$ cat config.mk
export PLATFORM = sky130hd
export DESIGN_NAME = psbp_port
export DESIGN_NICKNAME = d
export VERILOG_FILES = /design/src/core/psbp_pkg.sv /design/src/core/psbp_port.sv
export SDC_FILE = /design/constraint.sdc
export NUM_CORES = 1
export LEC_CHECK = 0
export ABC_CLOCK_PERIOD_IN_PS = 3600
export BUFFER_PORTS_ARGS = -buffer_cell sky130_fd_sc_hd__buf_2
export CAP_MARGIN = 20
export CORE_ASPECT_RATIO = 1.2
export CORE_MARGIN = 4
export CORE_UTILIZATION = 52
export DETAILED_ROUTE_END_ITERATION = 6
export PLACE_DENSITY = 0.87
export SLEW_MARGIN = 20
export SYNTH_ARGS = -nofsm -noshare
export SYNTH_HDL_FRONTEND = slang
export SYNTH_SLANG_ARGS = --single-unit
$ cat constraint.sdc
create_clock -name clk -period 3.6 [get_ports clk]
set_input_delay 0.72 -clock clk [delete_from_list [all_inputs] [get_ports clk]]
set_output_delay 0.72 -clock clk [all_outputs]
set_load 0.005 [all_outputs]
$ cat src/core/psbp_pkg.sv
`default_nettype none
package psbp_pkg;

	// ----------------------------------------
	// Register indices (byte address = 4 * index)
	// ----------------------------------------
	localparam logic [7:0] IDX_HOST_DATA = 8'h08;
	localparam logic [7:0] IDX_CTL_PORT = 8'h09;
	localparam logic [7:0] IDX_FLAGS_ONE = 8'h0c;
	localparam logic [7:0] IDX_DATA_DIR = 8'h88;
	localparam logic [7:0] IDX_STATUS_DIR = 8'h89;
	localparam logic [7:0] IDX_ENABLES_ONE = 8'h8c;
	localparam logic [7:0] IDX_ANALOG_CFG = 8'h9f;

	// ----------------------------------------
	// Field positions
	// ----------------------------------------
	localparam int BIT_IN_FULL = 7;
	localparam int BIT_OUT_FULL = 6;
	localparam int BIT_IN_OVFL = 5;
	localparam int BIT_MODE = 4;
	localparam int BIT_PORT_IRQ = 7;
	localparam int BIT_ADFM = 7;

	// ----------------------------------------
	// Reset values
	// ----------------------------------------
	localparam logic [2:0] RST_CTL_DIR = 3'h7;
	localparam logic [7:0] RST_DATA_DIR = 8'hff;
	localparam logic [7:0] RST_ENABLES = 8'h00;
	localparam logic [3:0] RST_PCFG = 4'h0;
	// Field value that makes the three control pins digital
	localparam logic [3:0] PCFG_CTL_DIGITAL = 4'h6;

	// ----------------------------------------
	// Instruction clock phases (four per cycle)
	// ----------------------------------------
	localparam int CLK_HZ = 20000000;
	localparam int PHASES = 4;
	localparam logic [1:0] PH_TWO = 2'h1;
	localparam logic [1:0] PH_FOUR = 2'h3;

	// ----------------------------------------
	// Transfer sequencer states
	// ----------------------------------------
	typedef enum logic [2:0] {
		ST_IDLE = 3'b000,
		ST_WRITE = 3'b001,
		ST_READ = 3'b010,
		ST_WAIT2 = 3'b011,
		ST_WAIT4 = 3'b100
	} psbp_fsm_t;

endpackage
`default_nettype wire

$ cat src/core/psbp_port.sv
// ----------------------------------------
// ----------------------------------------
//
// Decided for this implementation: the APB interface to the registers.
`timescale 1ns/1ps
`default_nettype none
module psbp_port #(
	parameter int ADDR_W = 12
) (
	// Clock and reset
	input wire logic clk,
	input wire logic reset,
	// APB slave
	input wire logic psel,
	input wire logic penable,
	input wire logic pwrite,
	input wire logic [ADDR_W-1:0] paddr,
	input wire logic [31:0] pwdata,
	input wire logic [3:0] pstrb,
	output logic [31:0] prdata,
	output logic pready,
	output logic pslverr,
	// Data port pins
	input wire logic [7:0] data_in,
	output logic [7:0] data_out,
	output logic [7:0] data_oe_n,
	// Control pins: bit 0 read, bit 1 write, bit 2 select
	input wire logic [2:0] ctl_in,
	output logic [2:0] ctl_out,
	output logic [2:0] ctl_oe_n,
	// Masked port request
	output logic port_irq
);

	// ----------------------------------------
	// Elaboration checks
	// ----------------------------------------
	// The range check on paddr above bit 9 needs at least
	// one such bit, so a ten-bit bus cannot be served.
	// Wider buses up to 32 bits are fine: extra bits must read as zero.
	if (ADDR_W < 11 || ADDR_W > 32) begin : g_chk
		$error("ADDR_W must lie in 11..32");
	end

	// ----------------------------------------
	// State
	// ----------------------------------------
	typedef struct packed {
		logic [1:0] ph;
		psbp_pkg::psbp_fsm_t st;
		logic wr_kind;
		logic [2:0] s1;
		logic [2:0] s2;
		logic [7:0] d1;
		logic [7:0] d2;
		logic [7:0] out_latch;
		logic [7:0] in_latch;
		// Host side status: input full, output full, overflow
		logic in_full;
		logic out_full;
		logic in_ovfl;
		logic mode;
		logic [2:0] ctl_dir;
		logic [2:0] ctl_lat;
		logic [7:0] data_dir;
		logic irq_flag;
		logic [7:0] enables;
		logic adfm;
		logic [3:0] pcfg;
		logic [31:0] rdata;
	} psbp_state_t;

	localparam psbp_state_t RST = '{
		ph: 2'h0,
		st: psbp_pkg::ST_IDLE,
		wr_kind: 1'b0,
		s1: 3'h7,
		s2: 3'h7,
		d1: 8'h00,
		d2: 8'h00,
		out_latch: 8'h00,
		in_latch: 8'h00,
		in_full: 1'b0,
		out_full: 1'b0,
		in_ovfl: 1'b0,
		mode: 1'b0,
		ctl_dir: psbp_pkg::RST_CTL_DIR,
		ctl_lat: 3'h0,
		data_dir: psbp_pkg::RST_DATA_DIR,
		irq_flag: 1'b0,
		enables: psbp_pkg::RST_ENABLES,
		adfm: 1'b0,
		pcfg: psbp_pkg::RST_PCFG,
		rdata: 32'h0000_0000
	};

	psbp_state_t cur_ff;
	psbp_state_t nxt_st;

	// ----------------------------------------
	// Bus decode
	// ----------------------------------------
	logic [7:0] idx;
	logic hit;
	logic setup_ph;
	logic wr_acc;
	logic rd_acc;
	logic active;
	logic phase_two;
	logic phase_four;
	logic sel_wr;
	logic sel_rd;

	// Word index; upper address bits must be zero
	assign idx = paddr[9:2];
	always_comb begin
		hit = 1'b0;
		if (paddr[ADDR_W-1:10] == '0) begin
			case (idx)
				psbp_pkg::IDX_HOST_DATA,
				psbp_pkg::IDX_CTL_PORT,
				psbp_pkg::IDX_FLAGS_ONE,
				psbp_pkg::IDX_DATA_DIR,
				psbp_pkg::IDX_STATUS_DIR,
				psbp_pkg::IDX_ENABLES_ONE,
				psbp_pkg::IDX_ANALOG_CFG: hit = 1'b1;
				default: hit = 1'b0;
			endcase
		end
	end

	// Zero wait states: read data is caught in setup
	assign setup_ph = psel & ~penable;
	assign pready = psel & penable;
	assign pslverr = psel & penable & ~hit;
	assign wr_acc = pready & pwrite & hit & pstrb[0];
	assign rd_acc = pready & ~pwrite & hit;
	assign prdata = cur_ff.rdata;

	// Slave port usable only with inputs and digital pins
	assign active = cur_ff.mode
		& (cur_ff.ctl_dir == 3'h7)
		& (cur_ff.pcfg == psbp_pkg::PCFG_CTL_DIGITAL);

	// Phase strobes of the instruction clock
	assign phase_two = (cur_ff.ph == psbp_pkg::PH_TWO);
	assign phase_four = (cur_ff.ph == psbp_pkg::PH_FOUR);

	// Synchronised strobes, all active low
	assign sel_wr = ~cur_ff.s2[2] & ~cur_ff.s2[1];
	assign sel_rd = ~cur_ff.s2[2] & ~cur_ff.s2[0];

	// ----------------------------------------
	// Read data mux
	// ----------------------------------------
	function automatic logic [7:0] rd_mux(input psbp_state_t s, input logic [7:0] i,
		input logic [2:0] pins);
		logic [7:0] v;
		v = 8'h00;
		case (i)
			psbp_pkg::IDX_HOST_DATA: v = s.in_latch;
			psbp_pkg::IDX_CTL_PORT: v = {5'h00, pins};
			psbp_pkg::IDX_FLAGS_ONE: v = {s.irq_flag, 7'h00};
			psbp_pkg::IDX_DATA_DIR: v = s.data_dir;
			psbp_pkg::IDX_STATUS_DIR: v = {s.in_full, s.out_full, s.in_ovfl, s.mode, 1'b0,
				s.ctl_dir};
			psbp_pkg::IDX_ENABLES_ONE: v = s.enables;
			psbp_pkg::IDX_ANALOG_CFG: v = {s.adfm, 3'h0, s.pcfg};
			default: v = 8'h00;
		endcase
		return v;
	endfunction

	// ----------------------------------------
	// Next state
	// ----------------------------------------
	always_comb begin
		nxt_st = cur_ff;
		nxt_st.ph = cur_ff.ph + 2'h1;

		// Two-stage sync of strobes and data bus.
		// Only the second stage is ever decoded: the first may
		// still be settling when the host moves a strobe at
		// an arbitrary point of our clock period.
		// The data bus goes through the same two stages so that
		// the byte lines up with the strobe release it belongs to.
		nxt_st.s1 = ctl_in;
		nxt_st.s2 = cur_ff.s1;
		nxt_st.d1 = data_in;
		nxt_st.d2 = cur_ff.d1;

		// Read data caught in the setup cycle
		if (setup_ph && !pwrite) begin
			nxt_st.rdata = {24'h000000, rd_mux(cur_ff, idx, ctl_in)};
		end

		// Outside slave mode the input latch follows the pins
		if (!active) begin
			nxt_st.in_latch = data_in;
		end

		// Firmware writes
		if (wr_acc) begin
			case (idx)
				psbp_pkg::IDX_HOST_DATA: begin
					nxt_st.out_latch = pwdata[7:0];
					nxt_st.out_full = 1'b1;
				end
				psbp_pkg::IDX_CTL_PORT: nxt_st.ctl_lat = pwdata[2:0];
				psbp_pkg::IDX_FLAGS_ONE: nxt_st.irq_flag = pwdata[psbp_pkg::BIT_PORT_IRQ];
				psbp_pkg::IDX_DATA_DIR: nxt_st.data_dir = pwdata[7:0];
				psbp_pkg::IDX_STATUS_DIR: begin
					// Overflow may only be cleared by firmware
					if (!pwdata[psbp_pkg::BIT_IN_OVFL]) begin
						nxt_st.in_ovfl = 1'b0;
					end
					nxt_st.mode = pwdata[psbp_pkg::BIT_MODE];
					nxt_st.ctl_dir = pwdata[2:0];
				end
				psbp_pkg::IDX_ENABLES_ONE: nxt_st.enables = pwdata[7:0];
				psbp_pkg::IDX_ANALOG_CFG: begin
					nxt_st.adfm = pwdata[psbp_pkg::BIT_ADFM];
					nxt_st.pcfg = pwdata[3:0];
				end
				default: nxt_st.ctl_lat = cur_ff.ctl_lat;
			endcase
		end

		// Firmware read of the data latch empties it
		if (rd_acc && idx == psbp_pkg::IDX_HOST_DATA) begin
			nxt_st.in_full = 1'b0;
		end

		// Host transfer sequencer; flag sets follow firmware accesses so they win.
		// A strobe release is followed by one wait for phase two
		// and one for phase four, so completion lands four to
		// seven clocks after the synchronised release.
		// Strobes seen while a completion is pending are dropped:
		// the host must leave a gap between transfers.
		// A cut frame (select rising early) still completes,
		// since any high level on either strobe ends it.
		case (cur_ff.st)
			psbp_pkg::ST_IDLE: begin
				if (active && sel_wr) begin
					nxt_st.st = psbp_pkg::ST_WRITE;
				end else if (active && sel_rd) begin
					nxt_st.st = psbp_pkg::ST_READ;
					nxt_st.out_full = 1'b0;
				end
			end
			psbp_pkg::ST_WRITE: begin
				if (!sel_wr) begin
					// Bus value sampled alongside the strobe release
					nxt_st.in_latch = cur_ff.d2;
					nxt_st.wr_kind = 1'b1;
					nxt_st.st = psbp_pkg::ST_WAIT2;
				end
			end
			psbp_pkg::ST_READ: begin
				// Held low so a firmware write mid-read cannot
				// claim a byte the host has already taken
				nxt_st.out_full = 1'b0;
				if (!sel_rd) begin
					nxt_st.wr_kind = 1'b0;
					nxt_st.st = psbp_pkg::ST_WAIT2;
				end
			end
			psbp_pkg::ST_WAIT2: begin
				if (phase_two) begin
					nxt_st.st = psbp_pkg::ST_WAIT4;
				end
			end
			psbp_pkg::ST_WAIT4: begin
				if (phase_four) begin
					nxt_st.st = psbp_pkg::ST_IDLE;
					nxt_st.irq_flag = 1'b1;
					if (cur_ff.wr_kind) begin
						nxt_st.in_full = 1'b1;
						// Unread byte was overwritten
						if (cur_ff.in_full) begin
							nxt_st.in_ovfl = 1'b1;
						end
					end
				end
			end
			default: nxt_st.st = psbp_pkg::ST_IDLE;
		endcase

		// Leaving slave mode drops both full flags, overflow and irq flag stay
		if (!active) begin
			nxt_st.st = psbp_pkg::ST_IDLE;
			nxt_st.in_full = 1'b0;
			nxt_st.out_full = 1'b0;
		end
	end

	// ----------------------------------------
	// State register
	// ----------------------------------------
	always_ff @(posedge clk or posedge reset) begin
		if (reset) begin
			cur_ff <= RST;
		end else begin
			cur_ff <= nxt_st;
		end
	end

	// ----------------------------------------
	// Pin outputs
	// ----------------------------------------
	// Output latch drives whichever way the bus points
	assign data_out = cur_ff.out_latch;
	// Raw pins steer the bus so the read byte appears at once;
	// direction register has no say in slave mode.
	// Trade-off: the turn-around follows unsynchronised pins,
	// which is safe because it only steers the pad enable
	// and never feeds any state of this block.
	// A host that lowers read without select gets no drive.
	assign data_oe_n = active ? {8{ctl_in[2] | ctl_in[0]}}
		: cur_ff.data_dir;
	assign ctl_out = cur_ff.ctl_lat;
	assign ctl_oe_n = cur_ff.ctl_dir;

	// Masked request
	assign port_irq = cur_ff.irq_flag & cur_ff.enables[psbp_pkg::BIT_PORT_IRQ];

endmodule
`default_nettype wire

**Word-level counts from Yosys, hierarchy flattened**

Index checks and enable logic that the tools add are counted.

- Register bits: 84
- Bits in latches: 0
- Bits in writable memories: 0
- Bits in read-only memories: 0
- Input bits: 64
- Output and inout bits: 57
- Word-level logic and storage cells: 120
- Memories: 0

- Add/sub/neg operators: 1
- Multiply operators: 0
- Divide/modulo/power cells: 0
- Order comparisons: 0
- Eq/ne operators: 22
- Shift operators: 0
- Mux-type cells: 39
- Bitwise gates (word level): 20
- Reductions and logical operators: 17

Operators with widths:

| cell | count |
|---|---|
| $pmux W8 S7 | 1 |
| $mux W8 | 6 |
| $eq A8 B8 Y1 const B | 4 |
| $mux W31 | 1 |
| $eq A8 B4 Y1 const B | 3 |
| $mux W3 | 6 |
| $mux W1 | 17 |
| $pmux W3 S5 | 1 |
| $and A1 B1 Y1 | 13 |
| $ne A3 B3 Y1 const B | 4 |
| $reduce_and A2 Y1 | 6 |
| $mux W5 | 2 |
| $mux W4 | 2 |
| $reduce_or A7 Y1 | 1 |
| $eq A3 B2 Y1 const B | 2 |
| $eq A3 B3 Y1 const B | 2 |
| $not A1 Y1 | 6 |
| $reduce_and A5 Y1 | 1 |
| $eq A4 B3 Y1 const B | 1 |
| $logic_and A1 B1 Y1 | 4 |
| $ne A2 B2 Y1 const B | 2 |
| $ne A4 B4 Y1 const B | 1 |
| $pmux W1 S2 | 2 |
| $eq A3 B1 Y1 const B | 1 |
| other kinds (10) | 10 |

**Longest topological paths before layout**

Gate-level depths: netlist of the first run.

- Depth after elaboration: 11
- Gate-level depth with buffers: 7
- Mapped depth without buffers: 6

**Worst setup path after synthesis of the first run**

No wires, ideal clock.

- Path type: input to output
- From: input paddr[7]
- To: output pslverr
- Data arrival time: 1.647 ns
- Data required time: 2.880 ns
- Path slack: 1.233 ns
- Stages on the path: 4
- Path buffers: 1
- Path through: or3_1 > buf_2 > o41ai_1 > a21boi_0

- Word-level cells in the longest chain between the ends: 6
- Elaborated cells on any way between the ends: 12
- Those cells by class: eq/ne (7); mux (2); bitwise (2); reduce/logical (1)

Ends and longest elaborated chain:

| what | line | source |
|---|---|---|
| from (decl) | psbp_port.sv:17 | `input wire logic [ADDR_W-1:0] paddr,` |
| $eq A8 B4 Y1 / $eq A8 B8 Y1 (equally long branches) | psbp_port.sv:119 | `case (idx)` |
| $reduce_or A7 Y1 (*) | psbp_port.sv:119 |  |
| $mux W1 (*) | psbp_port.sv:119 |  |
| $mux W1 (*) | psbp_port.sv:118 | `if (paddr[ADDR_W-1:10] == '0) begin` |
| $not A1 Y1 (*) | psbp_port.sv:135 | `assign pslverr = psel & penable & ~hit;` |
| $and A1 B1 Y1 (*) | psbp_port.sv:135 |  |
| to (decl) | psbp_port.sv:22 | `output logic pslverr,` |

Mark *: on every way between the ends. The rest lies on a longest branch, timed or not.

**Worst setup path in the final report of the first run**

- From: register cur_ff (netlist bit ctl_oe_n[0])
- To: output data_oe_n[7]

- Word-level cells in the longest chain between the ends: 4

Ends and longest elaborated chain:

| what | line | source |
|---|---|---|
| from (decl) | psbp_port.sv:97 | `psbp_state_t cur_ff;` |
| from (signal assigned) | psbp_port.sv:304 | `cur_ff <= nxt_st;` |
| $eq A3 B3 Y1 | psbp_port.sv:142 | `& (cur_ff.ctl_dir == 3'h7)` |
| $and A1 B1 Y1 | psbp_port.sv:142 |  |
| $and A1 B1 Y1 | psbp_port.sv:143 | `& (cur_ff.pcfg == psbp_pkg::PCFG_CTL_DIGITAL);` |
| $mux W8 | psbp_port.sv:319 | `assign data_oe_n = active ? {8{ctl_in[2] \| ctl_in[0]}}` |
| to (decl) | psbp_port.sv:26 | `output logic [7:0] data_oe_n,` |

Every way passes these cells.

==> results.py, run 1 <==
metrics = {
    "grt": {
        "grt-ovfl-total": 0,
        "gr-usage-all-layers_pct": 19.5,
        "grt_pass1_wl_mm": 13.9,
        "antenna_found_initial": 0,
        "grt_start_max_net_pins": 35,
        "grt_pass1_vias": 2797,
    },
    "routing": {
        "drt-initial-drc-count": 180,
        "drc_violations_left": 0,
        "antenna_left": 0,
        "detailedRoute.firstPassIterationCount": 4,
        "routed_wirelength_mm": 8.73,
        "vias_per_cell": 5.48,
        "average_wire_per_standard_cell_um": 17.3,
        "dr_total_vias": 2768,
    },
    "clock_network": {
        "clock-sinks": 84,
        "tritoncts": "done",
        "cts_resized": 0,
        "cts-buffers-inserted": 9,
        "worstSkewPairLatency_ps": 350,
        "hold_buffers": 0,
        "clock_tree.root_cell": "sky130_fd_sc_hd__clkbuf_8",
        "ctsLongestPathBuffers": 2,
        "clk_pin_slew_worst_paths_ps": 80,
        "post_cts.repair.setup_buffers": 0,
        "htree_num_levels": 3,
    },
    "worst_hold_path": {
        "min_path_type": "in -> async",
    },
    "finish": {
        "area.growth.synth_to_final_pct": 8.08,
        "finish.cell_count_without_fillers": 505,
        "final_core_utilization_pct": 57.7,
        "drive_gt1_share_pct": 34.9,
        "nNetsFinal": 474,
        "multi_input_area_sq_mm": 0.00162,
        "ff_latch_area_sq_mm": 0.00212,
        "diodes": 0,
        "final.fill_count": 663,
    },
    "placed_design": {
        "placedCellCount": 489,
        "routabilityCongestion": 0.940,
        "port-buffer-count": 67,
        "detailedPlacementHpwl_mm": 6.56,
    },
    "die": {
        "placeableCoreArea_sq_mm": 0.00771,
        "die_h_um": 105,
        "core.rowCount": 35,
        "die_w_um": 89.2,
        "fp.dieArea_sq_mm": 0.00941,
        "initial_utilization_pct": 53.4,
        "ioPinCount": 121,
    },
    "synthesis": {
        "number_of_distinct_library_cells_after_synthesis": 49,
        "synth_edf_count": 0,
        "mappedNetlistArea_sq_mm": 0.00412,
        "synth-async-reset-ratio_pct": 100,
        "postSynthCellCount": 363,
        "number_of_warnings_reported_in_the_yosys_synthesis_log": 0,
        "synth-seq-cells": 84,
        "synth_commonest_cells": "sky130_fd_sc_hd__dfrtp_1, sky130_fd_sc_hd__buf_4, sky130_fd_sc_hd__mux2_2, sky130_fd_sc_hd__nand2_1, sky130_fd_sc_hd__o21ai_0",
        "synthesis.area_per_instance_sq_um": 11.3,
        "ys_top_cells_by_area": "sky130_fd_sc_hd__dfrtp_1, sky130_fd_sc_hd__dfstp_2, sky130_fd_sc_hd__buf_4, sky130_fd_sc_hd__mux2_2, sky130_fd_sc_hd__mux2i_1",
        "yosys.area.top_type_share_pct": 40.7,
        "sequential_element_share_of_the_synthesized_area_pct": 51.6,
        "synth_top_area_cell": "sky130_fd_sc_hd__dfrtp_1",
        "synth.most_common_cell": "sky130_fd_sc_hd__dfrtp_1",
        "synth-main-ff-cell": "sky130_fd_sc_hd__dfrtp_1",
    },
    "timing": {
        "fmax_achieved_ghz": 0.335,
        "finalClockSkew_ps": 10.1,
        "grt_setup_unrepaired": "false",
        "final-hold-violation-count": 0,
        "max_slew.worst_pin.slew_ps": 538,
        "setup_tns_ps": 0,
        "maxSlewViolCount": 0,
        "finalWorstPathRequiredPeriod_ps": 2980,
        "setup_viol_count_final": 0,
        "maxSlewHeadroom_pct": 64.1,
        "fin_crit_sh_pct": 82.8,
    },
    "outcome": {
        "outcome": "finished clean",
    },
    "power": {
        "finalPower_uw": 1740,
        "seq_power_share_pct": 56.0,
        "power_switching_uw": 399,
        "internal_power_of_the_cells_uw": 1340,
        "leakagePower_uw": 0.00210,
        "power.share.combinational_pct": 5.8,
        "vdd_drop_max_uv": 271,
        "switching_share_pct": 22.9,
        "power-per-cell-area_mw_per_mm2": 391,
        "p_clk_share_pct": 38.2,
    },
    "worst_setup_path": {
        "critPathArrivalTime_ps": 2260,
        "critPathLaunchType": "flip-flop",
        "critPathMaxFanout": 18,
        "cp-end-kind": "output pin",
        "critPathRequiredTime_ps": 2880,
        "kind_of_critical_path": "reg -> out",
    },
    "run": {
        "max-cap-violations": 0,
    },
}
## through the flow
step | worst slack [ps] | hold WS (ps) | cell area [sq um]
finish | 618 | 310 | 4450
global route | 485 | 327 | 4450
CTS | 613 | 309 | 4450
detailed placement | 918 | 336 | 4260
global placement | 876 | 333 | 4260
floorplan | 743 | 331 | 4200
## flip-flops by register name, indices dropped and copies added (netlist names)
name / cells
ctl_oe_n: 3
ctl_out: 3
data_out: 8
prdata: 8
cur_ff: 62
## cell usage in the layout (no fill, tap or decap), types with 2 or more instances in the layout
cell,netlist,layout
sky130_fd_sc_hd__and3_1,2,2
sky130_fd_sc_hd__nor2b_1,2,2
sky130_fd_sc_hd__buf_4,46,3
sky130_fd_sc_hd__mux2i_1,21,21
sky130_fd_sc_hd__buf_2,4,67
sky130_fd_sc_hd__a21oi_1,5,5
sky130_fd_sc_hd__o22ai_1,2,2
sky130_fd_sc_hd__clkbuf_1,6,3
sky130_fd_sc_hd__nor2_2,2,2
sky130_fd_sc_hd__nand2_1,28,28
sky130_fd_sc_hd__inv_1,9,8
sky130_fd_sc_hd__and4_1,2,2
sky130_fd_sc_hd__nand2b_1,3,3
sky130_fd_sc_hd__a22oi_1,4,4
sky130_fd_sc_hd__nand3_1,6,6
sky130_fd_sc_hd__o211ai_1,2,2
sky130_fd_sc_hd__clkbuf_8,0,10
sky130_fd_sc_hd__a21boi_0,2,2
sky130_fd_sc_hd__nor3_1,6,6
sky130_fd_sc_hd__o21ai_0,25,25
sky130_fd_sc_hd__mux2_2,28,28
sky130_fd_sc_hd__nor2_1,20,20
sky130_fd_sc_hd__and2_1,7,7
sky130_fd_sc_hd__o31ai_1,3,3
sky130_fd_sc_hd__conb_1,1,24
sky130_fd_sc_hd__dfrtp_1,67,67
sky130_fd_sc_hd__ha_1,2,2
sky130_fd_sc_hd__dfstp_2,17,17
sky130_fd_sc_hd__nand4b_1,2,2
sky130_fd_sc_hd__nor4_1,2,2
sky130_fd_sc_hd__mux2_4,8,8
sky130_fd_sc_hd__o21a_1,8,8
sky130_fd_sc_hd__a211oi_1,4,4
## cell type report
type	count	area share (%)
well taps	92	2.59
clock buffers	13	3.35
repair buffers	70	8.04
flip-flops and latches	84	47.7
clock inverters	3	1.04
inverters	9	0.787
multi-input cells	234	36.5
## cell families after synthesis
| kind of cell | synth area share, % |
|---|---|
| AO/OA/AOI/OAI | 8.99 |
| adder cells (fa/ha/maj) | 0.608 |
| buffers and inverters | 11.1 |
| flip-flops | 51.6 |
| multiplexers | 15.7 |
| other | 0.0911 |
| AND/OR/NAND/NOR | 12.0 |
## worst max-delay path, stage by stage, from the launching register on
cell	delay (ps)
sky130_fd_sc_hd__dfstp_2	560
sky130_fd_sc_hd__nand4b_1	150
sky130_fd_sc_hd__nor2_1	220
sky130_fd_sc_hd__buf_4	330
sky130_fd_sc_hd__nand2_1	300
sky130_fd_sc_hd__o21a_1	220
sky130_fd_sc_hd__buf_2	130
## path summary, 6_finish.rpt
kind / cells after the start / end / start / slack, ps
max in group asynchronous: 3 / cur_ff[53]$_DFFE_PP1P_ / reset / 2530
worst min register to register: 0 / cur_ff[87]$_DFF_PP0_ / cur_ff[95]$_DFF_PP0_ / 350
worst max register to register: 5 / cur_ff[64]$_DFF_PP0_ / ctl_oe_n[0]$_DFFE_PP1P_ / 1860
worst min-delay path: 2 / ctl_out[0]$_DFFE_PP0P_ / reset / 310
worst max-delay path: 6 / data_oe_n[7] / ctl_oe_n[0]$_DFFE_PP1P_ / 620
min in group clk: 0 / cur_ff[87]$_DFF_PP0_ / cur_ff[95]$_DFF_PP0_ / 350
## power groups by stage
stage	Sequential [uW]	Clock [uW]	Combinational, uW
after floorplan	988	0	76.9
after global placement	991	0	97.7
after detailed placement	992	0	101
after CTS	974	670	101
after global routing	976	711	115
final	974	664	101
## layer usage
layer | routed length [um] | share of wire (%) | vias to the layer above | global-route usage (%)
li1 | - | - | 1277 | -
met2 | 4510 | 52 | 101 | 33.1
met3 | 478 | 5.5 | 19 | 3.44
met4 | 270 | 3.1 | 0 | 8.94
met1 | 3470 | 40 | 1371 | 23.5
met5 | 0 | 0 | - | 0
Note: power is estimated with default switching activity, not from simulation.
==> run 2: changes to the inputs <==
- ABC_CLOCK_PERIOD_IN_PS: 3600 -> 2600
- CORE_UTILIZATION: 52 -> 47
- PLACE_DENSITY: 0.87 -> 0.84
- clock period: 3.6 -> 2.6 ns (I/O delays scaled with it)
==> results.py, run 2 (synthesized netlist as in run 1, its figures left out) <==
metrics = {
    "outcome": {
        "outcome": "finished clean",
    },
    "finish": {
        "nNetsFinal": 480,
        "area.growth.synth_to_final_pct": 10.2,
        "diodes": 0,
        "drive_gt1_share_pct": 37.0,
        "registers.top_by_ff_count": "cur_ff",
        "final.fill_count": 752,
        "finish.cell_count_without_fillers": 536,
        "largest_register_ff_count": 62,
        "layout.cells.most_common_list": "sky130_fd_sc_hd__dfrtp_1, sky130_fd_sc_hd__buf_2, sky130_fd_sc_hd__mux2_2, sky130_fd_sc_hd__nand2_1, sky130_fd_sc_hd__o21ai_0",
    },
    "worst_setup_path": {
        "critPathMaxFanout": 8,
        "reg_to_reg_critical_path_endpoint": "cur_ff[70]$_DFF_PP0_",
        "critPathLaunchType": "flip-flop",
        "timing.critical_path.buf_inv": 1,
        "crit_path_top_delay_cell": "sky130_fd_sc_hd__dfstp_2",
        "critPathRequiredTime_ps": 2080,
        "kind_of_critical_path": "reg -> out",
        "critical_path.reg2reg.startpoint": "ctl_oe_n[1]$_DFFE_PP1P_",
        "critPathArrivalTime_ps": 1900,
        "startpoint": "ctl_oe_n[1]$_DFFE_PP1P_",
        "crit_path_max_incr_delay_ps": 580,
        "cp_cell_sequence": "nand4b_1 > nor2_2 > nand2_2 > o21a_1 > buf_2",
        "cp-end-kind": "output pin",
        "worstRegToRegCells": 5,
        "reg2reg_slack_ps": 870,
        "critical-path-top-delay-family": "simple AND/OR/NAND/NOR gates",
    },
    "timing": {
        "finalClockSkew_ps": 12.6,
        "max_slew.worst_pin.slew_ps": 521,
        "maxSlewViolCount": 0,
        "maxSlewHeadroom_pct": 65.3,
        "fmax_achieved_ghz": 0.414,
        "fin_crit_sh_pct": 92.9,
        "grt_setup_unrepaired": "false",
        "worst_hold_slack_ps": 48.2,
        "final_critical_path_setup_slack_ps": 185,
        "finalWorstPathRequiredPeriod_ps": 2420,
        "setup_viol_count_final": 0,
        "final-hold-violation-count": 0,
        "setup_tns_ps": 0,
    },
    "clock_network": {
        "ctsLongestPathBuffers": 2,
        "post_cts.repair.setup_buffers": 0,
        "clock_tree.root_cell": "sky130_fd_sc_hd__clkbuf_8",
        "tritoncts": "done",
        "worstSkewPairLatency_ps": 360,
        "cts-buffers-inserted": 9,
        "clock-sinks": 84,
        "hold_buffers": 0,
        "htree_num_levels": 3,
        "clk_pin_slew_worst_paths_ps": 90,
    },
    "die": {
        "placeableCoreArea_sq_mm": 0.00856,
        "fp.dieArea_sq_mm": 0.0103,
        "initial_utilization_pct": 48.1,
        "core.rowCount": 37,
        "ioPinCount": 121,
        "die_h_um": 111,
        "die_w_um": 93.4,
    },
    "grt": {
        "antenna_found_initial": 0,
        "grt-ovfl-total": 0,
        "grt_pass1_wl_mm": 14.4,
        "gr-usage-all-layers_pct": 18.1,
        "grt_pass1_vias": 2941,
        "grt_start_max_net_pins": 49,
    },
    "routing": {
        "drt-initial-drc-count": 213,
        "average_wire_per_standard_cell_um": 16.7,
        "drc_violations_left": 0,
        "antenna_left": 0,
        "dr_total_vias": 2797,
        "vias_per_cell": 5.22,
        "routed_wirelength_mm": 8.96,
        "detailedRoute.firstPassIterationCount": 4,
    },
    "placed_design": {
        "preCtsSetupSlack_ps": 338,
        "placedCellCount": 520,
        "routabilityCongestion": 0.910,
        "detailedPlacementHpwl_mm": 6.83,
        "port-buffer-count": 67,
    },
    "power": {
        "finalPower_uw": 2380,
        "vdd_drop_max_uv": 292,
        "power-per-cell-area_mw_per_mm2": 525,
        "leakagePower_uw": 0.00212,
    },
    "run": {
        "max-cap-violations": 0,
    },
    "worst_hold_path": {
        "min_path_type": "in -> async",
    },
}
[run 2: cell types whose count changed in the layout (fill, tap and decap cells not counted), sizes merged]
| cell | delta |
|---|---|
| buf | +6 |
| clkbuf | -3 |
| clkinvlp | +3 |
| inv | +1 |
| bufinv | -1 |
[run 2: how the worst max path moves through the flow]
stage / endpoint / slack [ps] / cells past startpoint
floorplan: data_out[0]$_DFFE_PP0P_ / 550 / 6
global placement: data_oe_n[2] / 350 / 5
detailed placement: data_oe_n[0] / 340 / 5
CTS: data_oe_n[0] / 70 / 5
global route: data_oe_n[4] / 40 / 5
finish: data_oe_n[2] / 180 / 5
[run 2: where the power goes]
group	switching [uW]	internal, uW	leakage [uW]
Clock	502	381	0.0000868
Combinational	96.4	51.0	0.000994
Sequential	13.1	1340	0.00104
[run 2: worst register-to-register path, cell delays in order, from the launching register on]
cell	delay [ps]
sky130_fd_sc_hd__dfstp_2	580
sky130_fd_sc_hd__nand4b_1	150
sky130_fd_sc_hd__nor2_2	300
sky130_fd_sc_hd__buf_4	270
sky130_fd_sc_hd__mux2i_1	210
sky130_fd_sc_hd__o21ai_0	90
[run 2: repair_timing]
action	CTS	global route
endpoints found under the setup margin	8	8
cloned	0	0
resized for setup	1	1
[run 2: final cells by class]
cell class | count | area [sq um] | area share [%]
repair buffers | 76 | 415 | 9.16
inverters | 9 | 37.5 | 0.827
flip-flops and latches | 84 | 2120 | 46.8
clock inverters | 6 | 47.5 | 1.05
clock buffers | 10 | 138 | 3.03
well taps | 117 | 146 | 3.23
multi-input cells | 234 | 1630 | 35.9
[run 2: per-layer routing]
metal	global-route usage (%)	vias up	wire length (um)
met1	22.1	1377	3670
met4	10.4	0	370
met5	0	-	0
li1	-	1301	-
met2	29.4	97	4470
met3	3.27	22	457
[run 2: stage by stage]
stage                     utilization (%)  area, sq um
after global routing                 53.0         4540
after floorplan                         -         4210
after global placement               50.8         4350
final                                53.0         4540
after detailed placement             50.8         4350
after CTS                            52.9         4530
==> run 3: changes to the inputs <==
- CORE_UTILIZATION: 47 -> 35
- GPL_TIMING_DRIVEN: default -> 0
- PLACE_DENSITY: 0.84 -> 0.67
==> results.py, run 3 (synthesized netlist as in run 1, its figures left out) <==
metrics = {
    "grt": {
        "grt_pass1_wl_mm": 15.6,
        "grt-ovfl-total": 0,
        "antenna_found_initial": 0,
        "gr-usage-all-layers_pct": 14.8,
        "grt_pass1_vias": 3028,
        "grt_start_max_net_pins": 34,
    },
    "finish": {
        "ff_latch_area_sq_mm": 0.00212,
        "diodes": 0,
        "multi_input_area_sq_mm": 0.00163,
        "area.growth.synth_to_final_pct": 24.2,
        "final_cell_area_sq_mm": 0.00511,
        "registers.top_by_ff_count": "cur_ff",
        "mostFrequentLayoutCell": "sky130_fd_sc_hd__buf_2",
        "nNetsFinal": 531,
        "final.fill_count": 1138,
        "layout.cells.most_common_list": "sky130_fd_sc_hd__buf_2, sky130_fd_sc_hd__dfrtp_1, sky130_fd_sc_hd__buf_4, sky130_fd_sc_hd__mux2_2, sky130_fd_sc_hd__nand2_1",
        "drive_gt1_share_pct": 42.3,
        "largest_register_ff_count": 62,
    },
    "power": {
        "power_switching_uw": 648,
        "switching_share_pct": 22.0,
        "power-per-cell-area_mw_per_mm2": 575,
        "power.share.combinational_pct": 6.1,
        "vdd_drop_max_uv": 315,
        "leakagePower_uw": 0.00245,
        "internal_power_of_the_cells_uw": 2290,
        "p_clk_share_pct": 47.9,
        "seq_power_share_pct": 46.0,
    },
    "timing": {
        "grt_setup_unrepaired": "false",
        "final-hold-violation-count": 0,
        "maxSlewViolCount": 0,
        "finalWorstPathRequiredPeriod_ps": 2400,
        "setup_viol_count_final": 0,
        "fmax_achieved_ghz": 0.417,
        "finalClockSkew_ps": 6.84,
        "final_critical_path_setup_slack_ps": 204,
        "worst_hold_slack_ps": 251,
        "maxSlewHeadroom_pct": 58.7,
        "fin_crit_sh_pct": 92.2,
        "max_slew.worst_pin.slew_ps": 619,
        "setup_tns_ps": 0,
    },
    "worst_setup_path": {
        "critPathLaunchType": "input pin",
        "kind_of_critical_path": "in -> out",
        "critPathMaxFanout": 7,
        "critPathRequiredTime_ps": 2080,
        "cp-end-kind": "output pin",
        "critPathArrivalTime_ps": 1880,
    },
    "run": {
        "max-cap-violations": 0,
    },
    "routing": {
        "detailedRoute.firstPassIterationCount": 4,
        "drc_violations_left": 0,
        "average_wire_per_standard_cell_um": 15.2,
        "drt-initial-drc-count": 125,
        "vias_per_cell": 4.65,
        "antenna_left": 0,
        "routed_wirelength_mm": 9.54,
        "dr_total_vias": 2918,
    },
    "clock_network": {
        "clock_tree.root_cell": "sky130_fd_sc_hd__clkbuf_16",
        "cts-buffers-inserted": 9,
        "ctsLongestPathBuffers": 2,
        "worstSkewPairLatency_ps": 340,
        "tritoncts": "done",
        "hold_buffers": 0,
        "htree_num_levels": 3,
        "clock-sinks": 84,
        "clk_pin_slew_worst_paths_ps": 60,
    },
    "placed_design": {
        "preCtsSetupSlack_ps": 215,
        "port-buffer-count": 66,
        "detailedPlacementHpwl_mm": 7.37,
        "place_area_sq_mm": 0.00477,
        "routabilityCongestion": 0.865,
    },
    "die": {
        "initial_utilization_pct": 35.8,
        "die_w_um": 107,
        "die_h_um": 127,
        "placeableCoreArea_sq_mm": 0.0115,
        "ioPinCount": 121,
        "fp.dieArea_sq_mm": 0.0136,
        "core.rowCount": 43,
    },
    "worst_hold_path": {
        "min_path_type": "in -> async",
    },
    "outcome": {
        "outcome": "finished clean",
    },
}
## run 3: cell count changes in the layout (fill, tap and decap cells not counted), moves of 5 or more
cell                        previous run  this run
sky130_fd_sc_hd__buf_4                 8        47
sky130_fd_sc_hd__clkbuf_16             0         9
sky130_fd_sc_hd__clkbuf_8             10         1
sky130_fd_sc_hd__clkbuf_1              0         5
## run 3: worst paths after layout
path | start | endpoint | slack (ps) | cells past startpoint
max in group asynchronous | reset | cur_ff[52]$_DFFE_PP1P_ | 1710 | 3
min reg2reg | cur_ff[95]$_DFF_PP0_ | cur_ff[87]$_DFF_PP0_ | 350 | 0
max reg2reg | cur_ff[97]$_DFF_PP1_ | cur_ff[70]$_DFF_PP0_ | 570 | 6
min in group clk | ctl_in[1] | cur_ff[100]$_DFF_PP1_ | 300 | 1
max | paddr[6] | pslverr | 200 | 6
min | reset | ctl_out[0]$_DFFE_PP0P_ | 250 | 2
## run 3: power by group through the flow
stage / sequential (uW) / clock, uW / combinational, uW
after global placement: 1370 / 0 / 168
after CTS: 1350 / 1430 / 181
after global routing: 1350 / 1490 / 203
final: 1350 / 1410 / 181
after floorplan: 1370 / 0 / 107
after detailed placement: 1370 / 0 / 181
## run 3: final cells by class
cell class              count  area share (%)
plain buffers              59            8.34
clock buffers              10            4.67
clock inverters             6            1.84
inverters                   9           0.734
multi-input cells         234            31.8
flip-flops and latches     84            41.5
well taps                 157            3.84
repair buffers             68            7.24
## run 3: per-layer routing
layer  track usage [%]  up-vias  share of wire [%]
li1                  -     1400                  -
met1              18.0     1402                 41
met2              25.0       96                 51
met3              3.51       20                5.4
met4              6.55        0                2.9
met5                 0        -                  0
## run 3: critical path: stages
cell	delay, ps
sky130_fd_sc_hd__buf_2	140
sky130_fd_sc_hd__or3_1	340
sky130_fd_sc_hd__buf_2	180
sky130_fd_sc_hd__o41ai_1	410
sky130_fd_sc_hd__a21boi_0	140
sky130_fd_sc_hd__buf_2	140
## run 3: repair_timing
action                     4_1_cts  5_1_grt
resized for setup                1        4
setup buffers                    0        0
setup endpoints to repair        8        8
## run 3: metrics by stage
| stage | instances | utilization, % | total power [uW] |
|---|---|---|---|
| 2_1_floorplan | 386 | - | 1470 |
| 3_3_place_gp | 609 | 41.1 | 1540 |
| 3_5_place_dp | 611 | 41.5 | 1550 |
| 4_1_cts | 627 | 44.4 | 2960 |
| 5_1_grt | 627 | 44.4 | 3050 |
| 6_report | 627 | 44.4 | 2940 |
